<file path="src/common/eag_params.svh">
// constants for the e1 alarm generation block: offsets, fields, resets
// assumes a 32-bit axi4-lite register bus, byte addresses
`ifndef EAG_PARAMS_SVH
`define EAG_PARAMS_SVH
`define EAG_OFS_CTRL0     8'h00
`define EAG_OFS_CTRL1     8'h04
`define EAG_OFS_STATUS    8'h08
`define EAG_OFS_CLEAR     8'h0c
`define EAG_OFS_ENABLE    8'h10
`define EAG_OFS_DEFECT    8'h14
`define EAG_CTRL_RESET    8'h00
`define EAG_YEL_LSB       4
`define EAG_AIS_PATTERN_SELECT_LSB      2
`define EAG_AIS_DETECT_CRITERIA_LSB      0
`define EAG_YEL_AUTO      2'h1
`define EAG_YEL_FORCE     2'h3
`define EAG_AIS_PATTERN_SELECT_NONE     2'h0
`define EAG_AIS_PATTERN_SELECT_UNFRAMED 2'h1
`define EAG_AIS_PATTERN_SELECT_TS16     2'h2
`define EAG_AIS_PATTERN_SELECT_FRAMED   2'h3
`define EAG_AIS_DETECT_CRITERIA_NONE     2'h0
`define EAG_AIS_DETECT_CRITERIA_ANY      2'h1
`define EAG_AIS_DETECT_CRITERIA_TS16     2'h2
`define EAG_AIS_DETECT_CRITERIA_FRAMED   2'h3
`define EAG_TS0           5'h00
`define EAG_TS16          5'h10
`define EAG_YEL_BIT       3'h2
`define EAG_MFYEL_BIT     3'h5
`define EAG_RESP_OKAY     2'h0
`define EAG_RESP_SLVERR   2'h2
`endif

</file>
<file path="src/common/eag_pkg.sv">
// types for the e1 alarm generation block
// assumes eag_params.svh supplies the numbers
package eag_pkg;
	// per-channel control byte
	typedef struct packed {
		logic [1:0] reserved;
		logic [1:0] yellowMode;
		logic [1:0] aisPatternSel;
		logic [1:0] aisDetectCrit;
	} eag_ctrl_type;
	// transmit timing position of the current bit
	typedef struct packed {
		logic       nonAlignFrame;
		logic       framingBit;
		logic [3:0] mfFrame;
		logic [4:0] timeslot;
		logic [2:0] bitIndex;
	} eag_txpos_type;
	// receive pattern indications from the receive framer
	typedef struct packed {
		logic lossOfFrame;
		logic lossOfCasMf;
		logic unframedOnes;
		logic framedOnes;
		logic ts16Ones;
	} eag_rxind_type;
	typedef enum logic [2:0] {
		EAG_RD_IDLE = 3'b001,
		EAG_RD_RESP = 3'b010,
		EAG_RD_HOLD = 3'b100
	} eag_rd_type;
endpackage

</file>
<file path="src/rtl/eag_alarm_gen.sv">
// two-channel e1 alarm generation and ais control, axi4-lite register file
// assumes framer timing and receive indications synchronous to ref_clk
//
// Overview of operation
// [RQ1] Auto yellow mode drives bit 3 of timeslot 0 in non-alignment frames high while loss of frame is declared.
// [RQ2] Auto yellow mode drives bit 6 of timeslot 16 in multiframe frame 0 high while loss of CAS multiframe is declared.
// [RQ3] Forced yellow mode sends both yellow bits as one regardless of receive state.
// [RQ4] The yellow field is bits 5-4, resets to 00, and codes 00 and 10 send no yellow.
// [RQ5] Ais select 00 passes normal traffic untouched.
// [RQ6] Ais select 01 replaces every outbound bit with one, framing included.
// [RQ7] Ais select 10 forces every bit of timeslot 16 to one.
// [RQ8] Ais select 11 sends all-ones payload while keeping framing bits.
// [RQ9] The ais select field is bits 3-2 and resets to 00, the normal setting.
// [RQ10] The detection criteria field is bits 1-0, resets to 00, and picks the patterns that declare ais.
// [RQ11] Criteria 00 never declares ais.
// [RQ12] Criteria 01 declares ais on unframed or framed all ones.
// [RQ13] Criteria 10 declares ais on all ones in timeslot 16.
// [RQ14] Criteria 11 declares ais only on framed all ones.
// [RQ15] Timeslot-16 ais is always monitored and reported with interrupt status, whatever the criteria.
// [RQ16] Each of the two channels keeps its own control register and alarm logic.
`timescale 1ns/1ns
`include "eag_params.svh"
module eag_alarm_gen (
	// clock, reset, enable
	input  wire logic                     ref_clk,
	input  wire logic                     rst,
	input  wire logic                     clkEn,
	// axi4-lite write address and data
	input  wire logic [7:0]               s_axi_awaddr,
	input  wire logic                     s_axi_awvalid,
	output logic                          s_axi_awready,
	input  wire logic [31:0]              s_axi_wdata,
	input  wire logic [3:0]               s_axi_wstrb,
	input  wire logic                     s_axi_wvalid,
	output logic                          s_axi_wready,
	// axi4-lite write response
	output logic [1:0]                    s_axi_bresp,
	output logic                          s_axi_bvalid,
	input  wire logic                     s_axi_bready,
	// axi4-lite read
	input  wire logic [7:0]               s_axi_araddr,
	input  wire logic                     s_axi_arvalid,
	output logic                          s_axi_arready,
	output logic [31:0]                   s_axi_rdata,
	output logic [1:0]                    s_axi_rresp,
	output logic                          s_axi_rvalid,
	input  wire logic                     s_axi_rready,
	// transmit stream, per channel
	input  wire eag_pkg::eag_txpos_type   txPos [2],
	input  wire logic [1:0]               txDataIn,
	output logic [1:0]                    txDataOut,
	// receive indications, per channel
	input  wire eag_pkg::eag_rxind_type   rxInd [2],
	output logic [1:0]                    aisDefect,
	output logic [1:0]                    ts16AlarmIndication,
	// interrupt
	output logic                          irq
);
	eag_pkg::eag_ctrl_type ctrl_ff [2];
	logic [3:0]  status_ff;
	logic [3:0]  enable_ff;
	logic [3:0]  nxt_status;
	logic [1:0]  txData_ff;
	logic [1:0]  aisDefect_ff;
	logic [1:0]  ts16Alarm_ff;
	logic [1:0]  nxt_ais;
	logic [1:0]  nxt_ts16;
	logic [1:0]  nxt_tx;
	logic        awHeld_ff;
	logic        wHeld_ff;
	logic [7:0]  awAddr_ff;
	logic [31:0] wData_ff;
	logic [3:0]  wStrb_ff;
	logic        bvalid_ff;
	logic [1:0]  bresp_ff;
	logic        rvalid_ff;
	logic [31:0] rdata_ff;
	logic [1:0]  rresp_ff;
	logic        doWrite;
	logic [7:0]  wrAddr;
	logic [31:0] wrData;
	logic        wrLane0;
	eag_pkg::eag_rd_type rdState_ff;

	// write channel capture, either order
	assign s_axi_awready = clkEn && !awHeld_ff && !bvalid_ff;
	assign s_axi_wready  = clkEn && !wHeld_ff && !bvalid_ff;
	assign wrAddr  = awHeld_ff ? awAddr_ff : s_axi_awaddr;
	assign wrData  = wHeld_ff ? wData_ff : s_axi_wdata;
	assign wrLane0 = wHeld_ff ? wStrb_ff[0] : s_axi_wstrb[0];
	assign doWrite = clkEn && !bvalid_ff
		&& (awHeld_ff || s_axi_awvalid) && (wHeld_ff || s_axi_wvalid);

	// hold address or data that arrives before its partner
	always_ff @(posedge ref_clk) begin
		if (rst) begin
			awHeld_ff <= 1'b0;
			wHeld_ff  <= 1'b0;
			awAddr_ff <= 8'h00;
			wData_ff  <= 32'h0;
			wStrb_ff  <= 4'h0;
		end else if (clkEn) begin
			if (doWrite) begin
				awHeld_ff <= 1'b0;
				wHeld_ff  <= 1'b0;
			end else begin
				if (s_axi_awvalid && s_axi_awready) begin
					awHeld_ff <= 1'b1;
					awAddr_ff <= s_axi_awaddr;
				end
				if (s_axi_wvalid && s_axi_wready) begin
					wHeld_ff <= 1'b1;
					wData_ff <= s_axi_wdata;
					wStrb_ff <= s_axi_wstrb;
				end
			end
		end
	end

	// write response, slverr on unmapped address
	always_ff @(posedge ref_clk) begin
		if (rst) begin
			bvalid_ff <= 1'b0;
			bresp_ff  <= `EAG_RESP_OKAY;
		end else if (clkEn) begin
			if (doWrite) begin
				bvalid_ff <= 1'b1;
				case (wrAddr)
					`EAG_OFS_CTRL0, `EAG_OFS_CTRL1, `EAG_OFS_CLEAR,
					`EAG_OFS_ENABLE: bresp_ff <= `EAG_RESP_OKAY;
					`EAG_OFS_STATUS, `EAG_OFS_DEFECT:
						bresp_ff <= `EAG_RESP_OKAY;
					default: bresp_ff <= `EAG_RESP_SLVERR;
				endcase
			end else if (s_axi_bready) begin
				bvalid_ff <= 1'b0;
			end
		end
	end
	assign s_axi_bvalid = bvalid_ff;
	assign s_axi_bresp  = bresp_ff;

	// control registers, one per channel
	always_ff @(posedge ref_clk) begin
		if (rst) begin
			ctrl_ff[0] <= `EAG_CTRL_RESET; // RQ4
			ctrl_ff[1] <= `EAG_CTRL_RESET; // RQ9
		end else if (doWrite && wrLane0) begin
			if (wrAddr == `EAG_OFS_CTRL0)
				ctrl_ff[0] <= wrData[7:0]; // RQ16
			if (wrAddr == `EAG_OFS_CTRL1)
				ctrl_ff[1] <= wrData[7:0]; // RQ16
		end
	end

	// interrupt enable register
	always_ff @(posedge ref_clk) begin
		if (rst) begin
			enable_ff <= 4'h0;
		end else if (doWrite && wrLane0 && wrAddr == `EAG_OFS_ENABLE) begin
			enable_ff <= wrData[3:0];
		end
	end

	// per-channel transmit insertion and receive detection
	always_comb begin
		for (int ch = 0; ch < 2; ch++) begin
			eag_pkg::eag_txpos_type p;
			logic yelBit;
			logic mfYelBit;
			logic bit0;
			p = txPos[ch];
			bit0 = txDataIn[ch];
			yelBit = p.nonAlignFrame && p.timeslot == `EAG_TS0
				&& p.bitIndex == `EAG_YEL_BIT;
			mfYelBit = p.mfFrame == 4'h0 && p.timeslot == `EAG_TS16
				&& p.bitIndex == `EAG_MFYEL_BIT;
			// yellow insertion; codes 00 and 10 leave traffic alone
			case (ctrl_ff[ch].yellowMode)
				`EAG_YEL_AUTO: begin
					if (yelBit && rxInd[ch].lossOfFrame)
						bit0 = 1'b1; // RQ1
					if (mfYelBit && rxInd[ch].lossOfCasMf)
						bit0 = 1'b1; // RQ2
				end
				`EAG_YEL_FORCE: begin
					if (yelBit || mfYelBit)
						bit0 = 1'b1; // RQ3
				end
				default: bit0 = bit0; // RQ4
			endcase
			// ais pattern replacement
			case (ctrl_ff[ch].aisPatternSel)
				`EAG_AIS_PATTERN_SELECT_NONE: bit0 = bit0; // RQ5
				`EAG_AIS_PATTERN_SELECT_UNFRAMED: bit0 = 1'b1; // RQ6
				`EAG_AIS_PATTERN_SELECT_TS16: begin
					if (p.timeslot == `EAG_TS16)
						bit0 = 1'b1; // RQ7
				end
				`EAG_AIS_PATTERN_SELECT_FRAMED: begin
					if (!p.framingBit)
						bit0 = 1'b1; // RQ8
				end
				default: bit0 = bit0;
			endcase
			nxt_tx[ch] = bit0;
			// ais declaration per criteria
			case (ctrl_ff[ch].aisDetectCrit) // RQ10
				`EAG_AIS_DETECT_CRITERIA_NONE: nxt_ais[ch] = 1'b0; // RQ11
				`EAG_AIS_DETECT_CRITERIA_ANY: nxt_ais[ch] =
					rxInd[ch].unframedOnes || rxInd[ch].framedOnes; // RQ12
				`EAG_AIS_DETECT_CRITERIA_TS16: nxt_ais[ch] = rxInd[ch].ts16Ones; // RQ13
				`EAG_AIS_DETECT_CRITERIA_FRAMED: nxt_ais[ch] = rxInd[ch].framedOnes; // RQ14
				default: nxt_ais[ch] = 1'b0;
			endcase
			nxt_ts16[ch] = rxInd[ch].ts16Ones; // RQ15
		end
	end

	// registered stream and defect outputs
	always_ff @(posedge ref_clk) begin
		if (rst) begin
			txData_ff    <= 2'h0;
			aisDefect_ff <= 2'h0;
			ts16Alarm_ff <= 2'h0;
		end else if (clkEn) begin
			txData_ff    <= nxt_tx;
			aisDefect_ff <= nxt_ais;
			ts16Alarm_ff <= nxt_ts16;
		end
	end
	assign txDataOut           = txData_ff;
	assign aisDefect           = aisDefect_ff;
	assign ts16AlarmIndication = ts16Alarm_ff;

	// sticky status: bits 1:0 ais rise, bits 3:2 ts16 rise; set beats clear
	always_comb begin
		nxt_status = status_ff;
		if (doWrite && wrLane0 && wrAddr == `EAG_OFS_CLEAR)
			nxt_status = nxt_status & ~wrData[3:0];
		nxt_status = nxt_status | {nxt_ts16 & ~ts16Alarm_ff,
			nxt_ais & ~aisDefect_ff};
	end
	always_ff @(posedge ref_clk) begin
		if (rst) begin
			status_ff <= 4'h0;
		end else if (clkEn) begin
			status_ff <= nxt_status; // RQ15
		end
	end
	assign irq = |(status_ff & enable_ff);

	// read channel
	assign s_axi_arready = clkEn && rdState_ff == eag_pkg::EAG_RD_IDLE;
	always_ff @(posedge ref_clk) begin
		if (rst) begin
			rdState_ff <= eag_pkg::EAG_RD_IDLE;
			rvalid_ff  <= 1'b0;
			rdata_ff   <= 32'h0;
			rresp_ff   <= `EAG_RESP_OKAY;
		end else if (clkEn) begin
			case (rdState_ff)
				eag_pkg::EAG_RD_IDLE: begin
					if (s_axi_arvalid) begin
						rdState_ff <= eag_pkg::EAG_RD_RESP;
						rvalid_ff  <= 1'b1;
						rresp_ff   <= `EAG_RESP_OKAY;
						case (s_axi_araddr)
							`EAG_OFS_CTRL0:  rdata_ff <= {24'h0, ctrl_ff[0]};
							`EAG_OFS_CTRL1:  rdata_ff <= {24'h0, ctrl_ff[1]};
							`EAG_OFS_STATUS: rdata_ff <= {28'h0, status_ff};
							`EAG_OFS_CLEAR:  rdata_ff <= 32'h0;
							`EAG_OFS_ENABLE: rdata_ff <= {28'h0, enable_ff};
							`EAG_OFS_DEFECT: rdata_ff <=
								{28'h0, ts16Alarm_ff, aisDefect_ff};
							default: begin
								rdata_ff <= 32'h0;
								rresp_ff <= `EAG_RESP_SLVERR;
							end
						endcase
					end
				end
				eag_pkg::EAG_RD_RESP: begin
					if (s_axi_rready) begin
						rvalid_ff  <= 1'b0;
						rdState_ff <= eag_pkg::EAG_RD_IDLE;
					end
				end
				default: begin
					rvalid_ff  <= 1'b0;
					rdState_ff <= eag_pkg::EAG_RD_IDLE;
				end
			endcase
		end
	end
	assign s_axi_rvalid = rvalid_ff;
	assign s_axi_rdata  = rdata_ff;
	assign s_axi_rresp  = rresp_ff;
endmodule

</file>
<file path="config.mk">
export PLATFORM = sky130hd
export DESIGN_NAME = eag_alarm_gen
export DESIGN_NICKNAME = d
export VERILOG_FILES = /design/src/common/eag_pkg.sv /design/src/rtl/eag_alarm_gen.sv
export VERILOG_INCLUDE_DIRS = /design/src /design/src/common
export SDC_FILE = /design/constraint.sdc
export NUM_CORES = 1
export LEC_CHECK = 0
export ABC_AREA = 1
export BUFFER_PORTS_ARGS = -buffer_cell sky130_fd_sc_hd__buf_2
export CORE_MARGIN = 3
export CORE_UTILIZATION = 50
export DETAILED_ROUTE_END_ITERATION = 8
export GPL_TIMING_DRIVEN = 1
export PLACE_DENSITY = 0.84
export SLEW_MARGIN = 10
export SYNTH_ARGS = -nofsm -noshare
export SYNTH_HDL_FRONTEND = slang
export SYNTH_SLANG_ARGS = --single-unit
</file>
<file path="constraint.sdc">
create_clock -name ref_clk -period 3.59 [get_ports ref_clk]
set_input_delay 0.8975 -clock ref_clk [delete_from_list [all_inputs] [get_ports ref_clk]]
set_output_delay 0.8975 -clock ref_clk [all_outputs]
set_load 0.05 [all_outputs]
</file>
==> run metrics, run 1 <==
status finished clean; Leak Pwr 1.87 nW; met3 GRT Util under 10%; Final Hold Vio Count 0; area delta synth->final 18.1%; Die W between 80 and 90 µm; ant diodes 0; # fillers approximately 600; first-pass GRT wire length between 10000 and 15000 µm; Placed Instance Area roughly 0.0038 mm²; CP Capture Type output port; terminus of the critical flop-to-flop path ctrl_ff[0][3]; design area a little under 0.004 mm²; htree depth 3; Reg2Reg Launch Point wHeld_ff; core footprint approximately 0.0064 mm²; vias per std cell 5.13; area of the multi-input gates approximately 0.0016 mm²; Hold Path Cell Cnt 2; critical path startpoint category input pin; data arrival time of the worst path about 1.8 ns; Setup TNS Final 0 ns; pwr dens 431 mW/mm²; most frequent cells in the layout buf_2 (94), nand2_1 (89), nor2_1 (54); Initial DRT Pass Iterations 4; postcts setup bufs 0; Buffers on Ports 94; clk root buf clkbuf_8; Mean Syn Cell Area ~7.4 µm²; Hold Crit Class register to register; routed vias 3242; CTS Hold Bufs 0; most common cell after layout, fill and taps aside buf_2; number of remaining DRC errors 0; met1 Track Usage GR approximately 25%; worst-path fanout max 12; Final ANT Viol Nets 0; vias in the first global route 2902; flops & latches, synth slightly above 60; fin crit period 2.65 ns; max_cap viols 0; grt total ovfl 0; Final Cycle Share 73.8%; Final Max Tran Viols 0; Slew HR 45.9%; Post-CTS Resized 0; final core area utilization 61.7%; RSZ-0062 raised after global routing false; Clock Tree Buf Depth 2; hold_sp wData_ff[3]; Die Ht ~88 µm; post-synthesis instance total 456; area leader, netlist dfxtp_1; CTS tree built; detailed-route wire length 8050 µm; post-synth design cell area about 0.0034 mm²; Total GRT Usage 20.8%; flop2flop setup slack between 1 and 1.5 ns; Slew @ Worst Pin 0.807 ns; WHS between 0.4 and 0.5 ns; FF+latch area 0.00140 mm²; final clock skew between 0.006 and 0.007 ns; initial antenna violation count 0; clock sinks 62; sequential element share of the synthesized area 41.8%; Min-Delay Endpoint wData_ff[3]; met2 usage a little over a third; share of layout cells above drive strength 1 around 25%; DR WL/cell ~13 µm; Setup Viol. Count Final 0; initial DRC count between 100 and 150; VDD IR max just under 0.0003 V; die area just under 0.008 mm²; critical path class input pin to output port; CTS Buf Count 9; Clock Latency Late Sink 0.33 ns; fmax between 300 and 400 MHz; Synth top area share 27.5%; r2r worst-path depth 4; nets 650; Warnings, synthesis 0; largest net degree at the start of global routing 31; post-synthesis cell type count 37; dominant cells by area after synthesis dfxtp_1 (27%), edfxtp_1 (14%), nand2_1 (10%); DP Wirelength ~6200 µm; busiest grt layer met2; Row Count 29; # IOs roughly 150; Initial Utilization 52.2%; CP required about 2.7 ns; RePlAce Congestion just over 0.9; clk slew on worst S/H paths ~0.070 ns
[worst max-delay path by stage]
| stage | to | from |
|---|---|---|
| after floorplan | s_axi_awready | clkEn |
| after global placement | ctrl_ff[0][5] | clkEn |
| after detailed placement | ctrl_ff[0][4] | clkEn |
| after CTS | ctrl_ff[0][5] | wHeld_ff |
| after global routing | s_axi_arready | clkEn |
| final | s_axi_arready | clkEn |
[layout make-up]
| class | instances | share of cell area (%) |
|---|---|---|
| flip-flops and latches | 62 | 35.4 |
| inverters | 52 | 4.96 |
| multi-input cells | 329 | 40.4 |
| clock buffers | 10 | 3.22 |
| repair buffers | 96 | 12.3 |
| well taps | 77 | 2.43 |
| clock inverters | 6 | 1.33 |
[sequential cells by signal (all words and copies together), names as in the netlist]
register and cells:
aisDefect 2, awAddr_ff 8, awHeld_ff 1, ctrl_ff 16
enable_ff 4, rdState_ff 1, s_axi_bresp 1, s_axi_bvalid 1
s_axi_rdata 8, s_axi_rresp 1, s_axi_rvalid 1, status_ff 4
ts16AlarmIndication 2, txDataOut 2, wData_ff 8, wHeld_ff 1
wStrb_ff 1
[where the power goes]
group | total, mW | switching [mW] | internal, mW
combinational | 0.354 | 0.260 | 0.0937
clock | 0.568 | 0.256 | 0.312
sequential | 0.783 | 0.0289 | 0.754
total | 1.71 | 0.546 | 1.16
[cells by family after synthesis]
logic type | after synthesis | synth area share [%]
AND/OR/NAND/NOR | 221 | 31.0
buffers and inverters | 90 | 13.4
multiplexers | 4 | 1.19
other | 1 | 0.112
AO/OA/AOI/OAI | 78 | 12.5
flip-flops | 62 | 41.8
[metal layers]
layer  vias up  share of wire, %  routed length, µm
met4         0              0.70                 56
met2       136                49               3920
met5         -                 0                  0
li1       1634                 -                  -
met3         4               8.0                644
met1      1468                43               3440
[synthesized netlist by cell type (all sizes together)]
| cell | n |
|---|---|
| mux2i | 4 |
| nand4 | 5 |
| o31ai | 1 |
| o211ai | 4 |
| a22oi | 2 |
| nand3 | 45 |
| nor3 | 13 |
| nand2 | 94 |
| clkinv | 1 |
| nor3b | 2 |
| o21a | 1 |
| nor4 | 2 |
| dfxtp | 46 |
| nor2 | 58 |
| clkbuf | 5 |
| o22ai | 1 |
| conb | 1 |
| a21boi | 2 |
| edfxtp | 16 |
| a21oi | 33 |
| inv | 51 |
| buf | 33 |
| or2 | 2 |
| o21ai | 34 |
[through the flow]
| stage | cells | setup slack (ns) | total power [mW] |
|---|---|---|---|
| after floorplan | 481 | 1.04 | 1.08 |
| after global placement | 616 | 0.738 | 1.14 |
| after detailed placement | 616 | 0.593 | 1.15 |
| after CTS | 632 | 0.875 | 1.72 |
| after global routing | 632 | 0.858 | 1.79 |
| final | 632 | 0.942 | 1.71 |
[critical path, cell delays in order]
cell	delay, ns
buf_2	0.10
buf_4	0.19
inv_2	0.13
nor2_1	0.15
buf_2	0.28
No activity file was read; power rests on OpenSTA's default activity.
==> inputs of run 2 (changes only) <==
CORE_UTILIZATION = 43   (was 50)
PLACE_DENSITY = 0.77   (was 0.84)
clock period = 2.4 ns   (was 3.59 ns; I/O delays follow)
==> run 2 against run 1 <==
  * Combinational power rose by 53%
  * Critical path type is now register to register
  * Flip-flop and latch count stayed put
  * Critical path depth rose by 3
  * Worst setup slack got worse by 0.59 ns
  * Sequential share of layout area is 0.53 points lower
  * Largest cell class unchanged
  * Sequential power increased by 49%
  * Largest power group unchanged
==> run metrics, run 2 (synthesis gave the netlist of run 1 again) <==
Seq pwr share 45.6%; clock sinks just over 60; Die Ht ~94 µm; CTS tree built; Row Count 31; most common cell after layout, fill and taps aside buf_2; Post-CTS Resized 0; area delta synth->final 19.9%; DR WL/cell between 10 and 15 µm; VDD IR max between 0.0003 and 0.0004 V; Final Cycle Share between 80% and 90%; # fillers ~720; Slew @ Worst Pin 0.499 ns; met1 Track Usage GR a little under a quarter; max_cap viols 0; initial antenna violation count 0; Die W between 90 and 100 µm; Clock Tree Buf Depth 2; internal power between 1.5 and 2 mW; first-pass GRT wire length 12800 µm; worst-path fanout max 13; CP required 2.40 ns; detailed-route wire length between 8000 and 9000 µm; fmax 489 MHz; met2 usage between 30% and 40%; DP Wirelength 6350 µm; busiest grt layer met2; area of the multi-input gates roughly 0.0016 mm²; fin crit period 2.04 ns; Crit path top cell by count nand2_1; pwr dens about 640 mW/mm²; critical path class register to register; vias per std cell roughly 4.9; sw frac between 30% and 40%; met3 GRT Util roughly 5.4%; clk slew on worst S/H paths 0.07 ns; core footprint 0.00741 mm²; grt total ovfl 0; Biggest register ctrl_ff; Final ANT Viol Nets 0; Hold Crit Class register to register; combinational share of power 21.1%; Setup Viol. Count Final 0; largest net degree at the start of global routing 23; status finished clean; final clock skew roughly 0.0075 ns; number of remaining DRC errors 0; critical path startpoint category register; design area 0.00402 mm²; RSZ-0062 raised after global routing false; FF+latch area ~0.0014 mm²; Total GRT Usage about 18%; Crit-path slowest cell dfxtp_1; Buffers on Ports 94; Slew HR roughly two thirds; Leak Pwr between 1.5 and 2 nW; sw power between 0.8 and 0.9 mW; clock group share of total power approximately a third; die area approximately 0.0089 mm²; initial DRC count between 200 and 250; Final Max Tran Viols 0; vias in the first global route 2872; share of layout cells above drive strength 1 25.5%; CTS Hold Bufs 0; CP max stage delay between 0.6 and 0.7 ns; nets around 660; htree depth 3; ant diodes 0; data arrival time of the worst path 2.04 ns; CP Capture Type register; Setup TNS Final 0 ns; postcts setup bufs 0; RePlAce Congestion around 0.82; total power approximately 2.6 mW; CTS Buf Count 9; clk root buf clkbuf_8; Final Hold Vio Count 0; most frequent cells in the layout buf_2 (94), nand2_1 (89), nor2_1 (54); CP Cell Sequence inv_2 > nand2_1 > nand2_1 > nor2_1 > nand2_1 > nor2_2 > nand3_1 > nand2_1; Initial DRT Pass Iterations 5; Initial Utilization between 40% and 50%; Placed Instance Area 0.00384 mm²; Largest register FFs 16; routed vias about 3.2k; # IOs 148; Clock Latency Late Sink between 0.3 and 0.4 ns
## run 2: cell types whose count changed in the layout (fill, tap and decap cells not counted)
| cell | before | now |
|---|---|---|
| o31ai_2 | 1 | 0 |
| o31ai_1 | 0 | 1 |
| buf_4 | 2 | 7 |
## run 2: stage by stage
step	hold slack (ns)	worst slack [ns]	util, %	instances
after floorplan	0.428	0.316	-	481
after global placement	0.436	0.377	51.8	643
after detailed placement	0.441	0.343	51.8	643
after CTS	0.451	0.319	54.3	659
after global routing	0.479	0.120	54.3	659
final	0.452	0.356	54.3	659
## run 2: critical path: cells and delay by family (launching register included)
kind / cells / cell delay (ns)
buffers and inverters: 1 / 0.13
DFF: 1 / 0.63
and+or+nand+nor: 7 / 0.94
## run 2: worst paths after layout
kind                                   from       endpoint  slack (ns)  depth (start not counted)
worst min register to register  wData_ff[3]    wData_ff[3]        0.45                          2
worst max-delay path              awHeld_ff  ctrl_ff[0][9]        0.36                          8
worst min-delay path            wData_ff[3]    wData_ff[3]        0.45                          2
worst max register to register    awHeld_ff  ctrl_ff[0][9]        0.36                          8
## run 2: power by group through the flow
stage               combinational, mW  clock (mW)  sequential [mW]
floorplan                       0.355           0             1.25
global placement                0.529           0             1.19
detailed placement              0.539           0             1.19
CTS                             0.541       0.868             1.17
global route                    0.590       0.924             1.17
finish                          0.540       0.849             1.17
## run 2: routing by layer
metal	routed length (µm)	up-vias
met1	3360	1449
met5	0	-
li1	-	1641
met2	3860	116
met3	654	12
met4	129	0
## run 2: final cells by class
type	instances	area share, %
Inverter	52	4.88
Tap cell	99	3.08
Clock buffer	10	3.17
Clock inverter	6	1.31
Sequential cell	62	34.8
Timing Repair Buffer	101	13.0
Multi-Input combinational cell	329	39.7
==> inputs of run 3 (changes only) <==
CORE_ASPECT_RATIO = 1.4   (was unset)
==> run 3 against run 2 <==
  * Wire length grew 0.65%
  * Flip-flop and latch count is the same
  * Critical path depth is the same
  * Critical endpoint unchanged
  * Largest power group unchanged
  * Die area grew 0.16%
  * Fmax grew 0.93%
  * Combinational power is essentially flat
  * Via count grew 0.28%
  * First-iteration DRC count shrank 35%
  * Cell area shrank 0.22%
  * Sequential share of layout area grew 0.076 points
==> run metrics, run 3 (synthesis gave the netlist of run 1 again) <==
placed insts 640; Slew @ Worst Pin 0.517 ns; critical path startpoint category register; VDD IR max slightly above 0.0006 V; WHS 0.455 ns; terminus of the critical flop-to-flop path ctrl_ff[0][9]; postcts setup bufs 0; # IOs around 150; vias per std cell approximately 4.9; Setup TNS Final 0 ns; fin crit period roughly 2.0 ns; vias in the first global route 3112; Hold Path Cell Cnt 2; most frequent cells in the layout buf_2 (94), nand2_1 (89), nor2_1 (54); max_cap viols 0; htree depth 3; clk slew on worst S/H paths roughly 0.07 ns; RePlAce Congestion around 0.9; Largest register FFs 16; DP Wirelength about 6300 µm; Clock Latency Late Sink approximately 0.33 ns; Buffers on Ports 94; Worst Setup Slack, final between 0.3 and 0.4 ns; Total GRT Usage between 10% and 20%; status finished clean; Final Hold Vio Count 0; Final ANT Viol Nets 0; nets 654; Die W 80.6 µm; Post-CTS Resized 0; Slew HR between 60% and 70%; pwr dens 639 mW/mm²; Die Ht 111 µm; grt total ovfl 0; Crit-path slowest cell dfxtp_1; Initial DRT Pass Iterations 4; largest net degree at the start of global routing 23; Final Max Tran Viols 0; CP max stage delay around 0.62 ns; final core area utilization roughly 54%; Leak Pwr roughly 1.9 nW; r2r worst-path depth 8; Setup Viol. Count Final 0; die area approximately 0.0089 mm²; RSZ-0062 raised after global routing false; clock sinks 62; Row Count 37; hold_sp wData_ff[2]; Min-Delay Endpoint wData_ff[2]; routed vias about 3.2k; Biggest register ctrl_ff; CP Capture Type register; clk root buf clkbuf_8; Reg2Reg Launch Point awHeld_ff; Finished Layout Cells ~660; DR WL/cell roughly 12 µm; core footprint about 0.0075 mm²; Crit path top cell by count nand2_1; initial antenna violation count 0; first-pass GRT wire length 13300 µm; critical path class register to register; worst-path fanout max 13; fmax roughly 490 MHz; initial DRC count around 140; flop2flop setup slack roughly 0.38 ns; Initial Utilization 45.0%; detailed-route wire length ~8000 µm; Hold Crit Class register to register; final clock skew approximately 0.0049 ns; CTS Hold Bufs 0; share of layout cells above drive strength 1 between 20% and 30%; CTS Buf Count 9; number of remaining DRC errors 0; ant diodes 0; CTS tree built; area delta synth->final 19.6%; Clock Tree Buf Depth 2; CP Cell Sequence inv_2 > nand2_1 > nand2_1 > nor2_1 > nand2_1 > nor2_2 > nand3_1 > nand2_1; most common cell after layout, fill and taps aside buf_2; dpl ws 0.331 ns; Final Cycle Share about 84%; CP required roughly 2.4 ns; data arrival time of the worst path ~2.0 ns
[run 3: worst max-delay path, delay by kind of cell, from the launching register on]
family                 cells  cell delay [ns]
buffers and inverters      1             0.13
and+or+nand+nor            7             0.93
DFF                        1             0.62
[run 3: per-layer routing]
metal,vias up,routed length (µm),track usage [%]
li1,1643,-,-
met2,107,4180,32.7
met4,0,242,8.57
met1,1455,3130,20.1
met3,22,515,4.40
met5,-,0,0
[run 3: how the worst max path moves through the flow]
stage | slack (ns) | endpoint | start
finish | 0.38 | ctrl_ff[0][9] | awHeld_ff
global route | 0.13 | ctrl_ff[0][9] | awHeld_ff
CTS | 0.35 | ctrl_ff[0][9] | awHeld_ff
detailed placement | 0.33 | ctrl_ff[0][13] | s_axi_awaddr[0]
global placement | 0.39 | ctrl_ff[0][12] | s_axi_awaddr[0]
floorplan | 0.32 | ctrl_ff[0][0] | s_axi_bvalid
[run 3: metrics by stage]
| stage | power, mW | instance area, µm² |
|---|---|---|
| after CTS | 2.58 | 4010 |
| after global routing | 2.69 | 4010 |
| final | 2.57 | 4010 |
| after global placement | 1.71 | 3830 |
| after floorplan | 1.61 | 3450 |
| after detailed placement | 1.73 | 3830 |
[run 3: area by class of cell]
class	count	area [µm²]
multi-input cells	329	1600
inverters	52	196
flip-flops and latches	62	1400
well taps	97	121
clock inverters	6	53.8
repair buffers	100	515
fillers	720	3440
clock buffers	10	128
[run 3: report_power, final]
| group | total, mW | switching (mW) | internal, mW |
|---|---|---|---|
| Clock | 0.863 | 0.394 | 0.469 |
| Sequential | 1.17 | 0.0377 | 1.13 |
| Combinational | 0.537 | 0.393 | 0.145 |
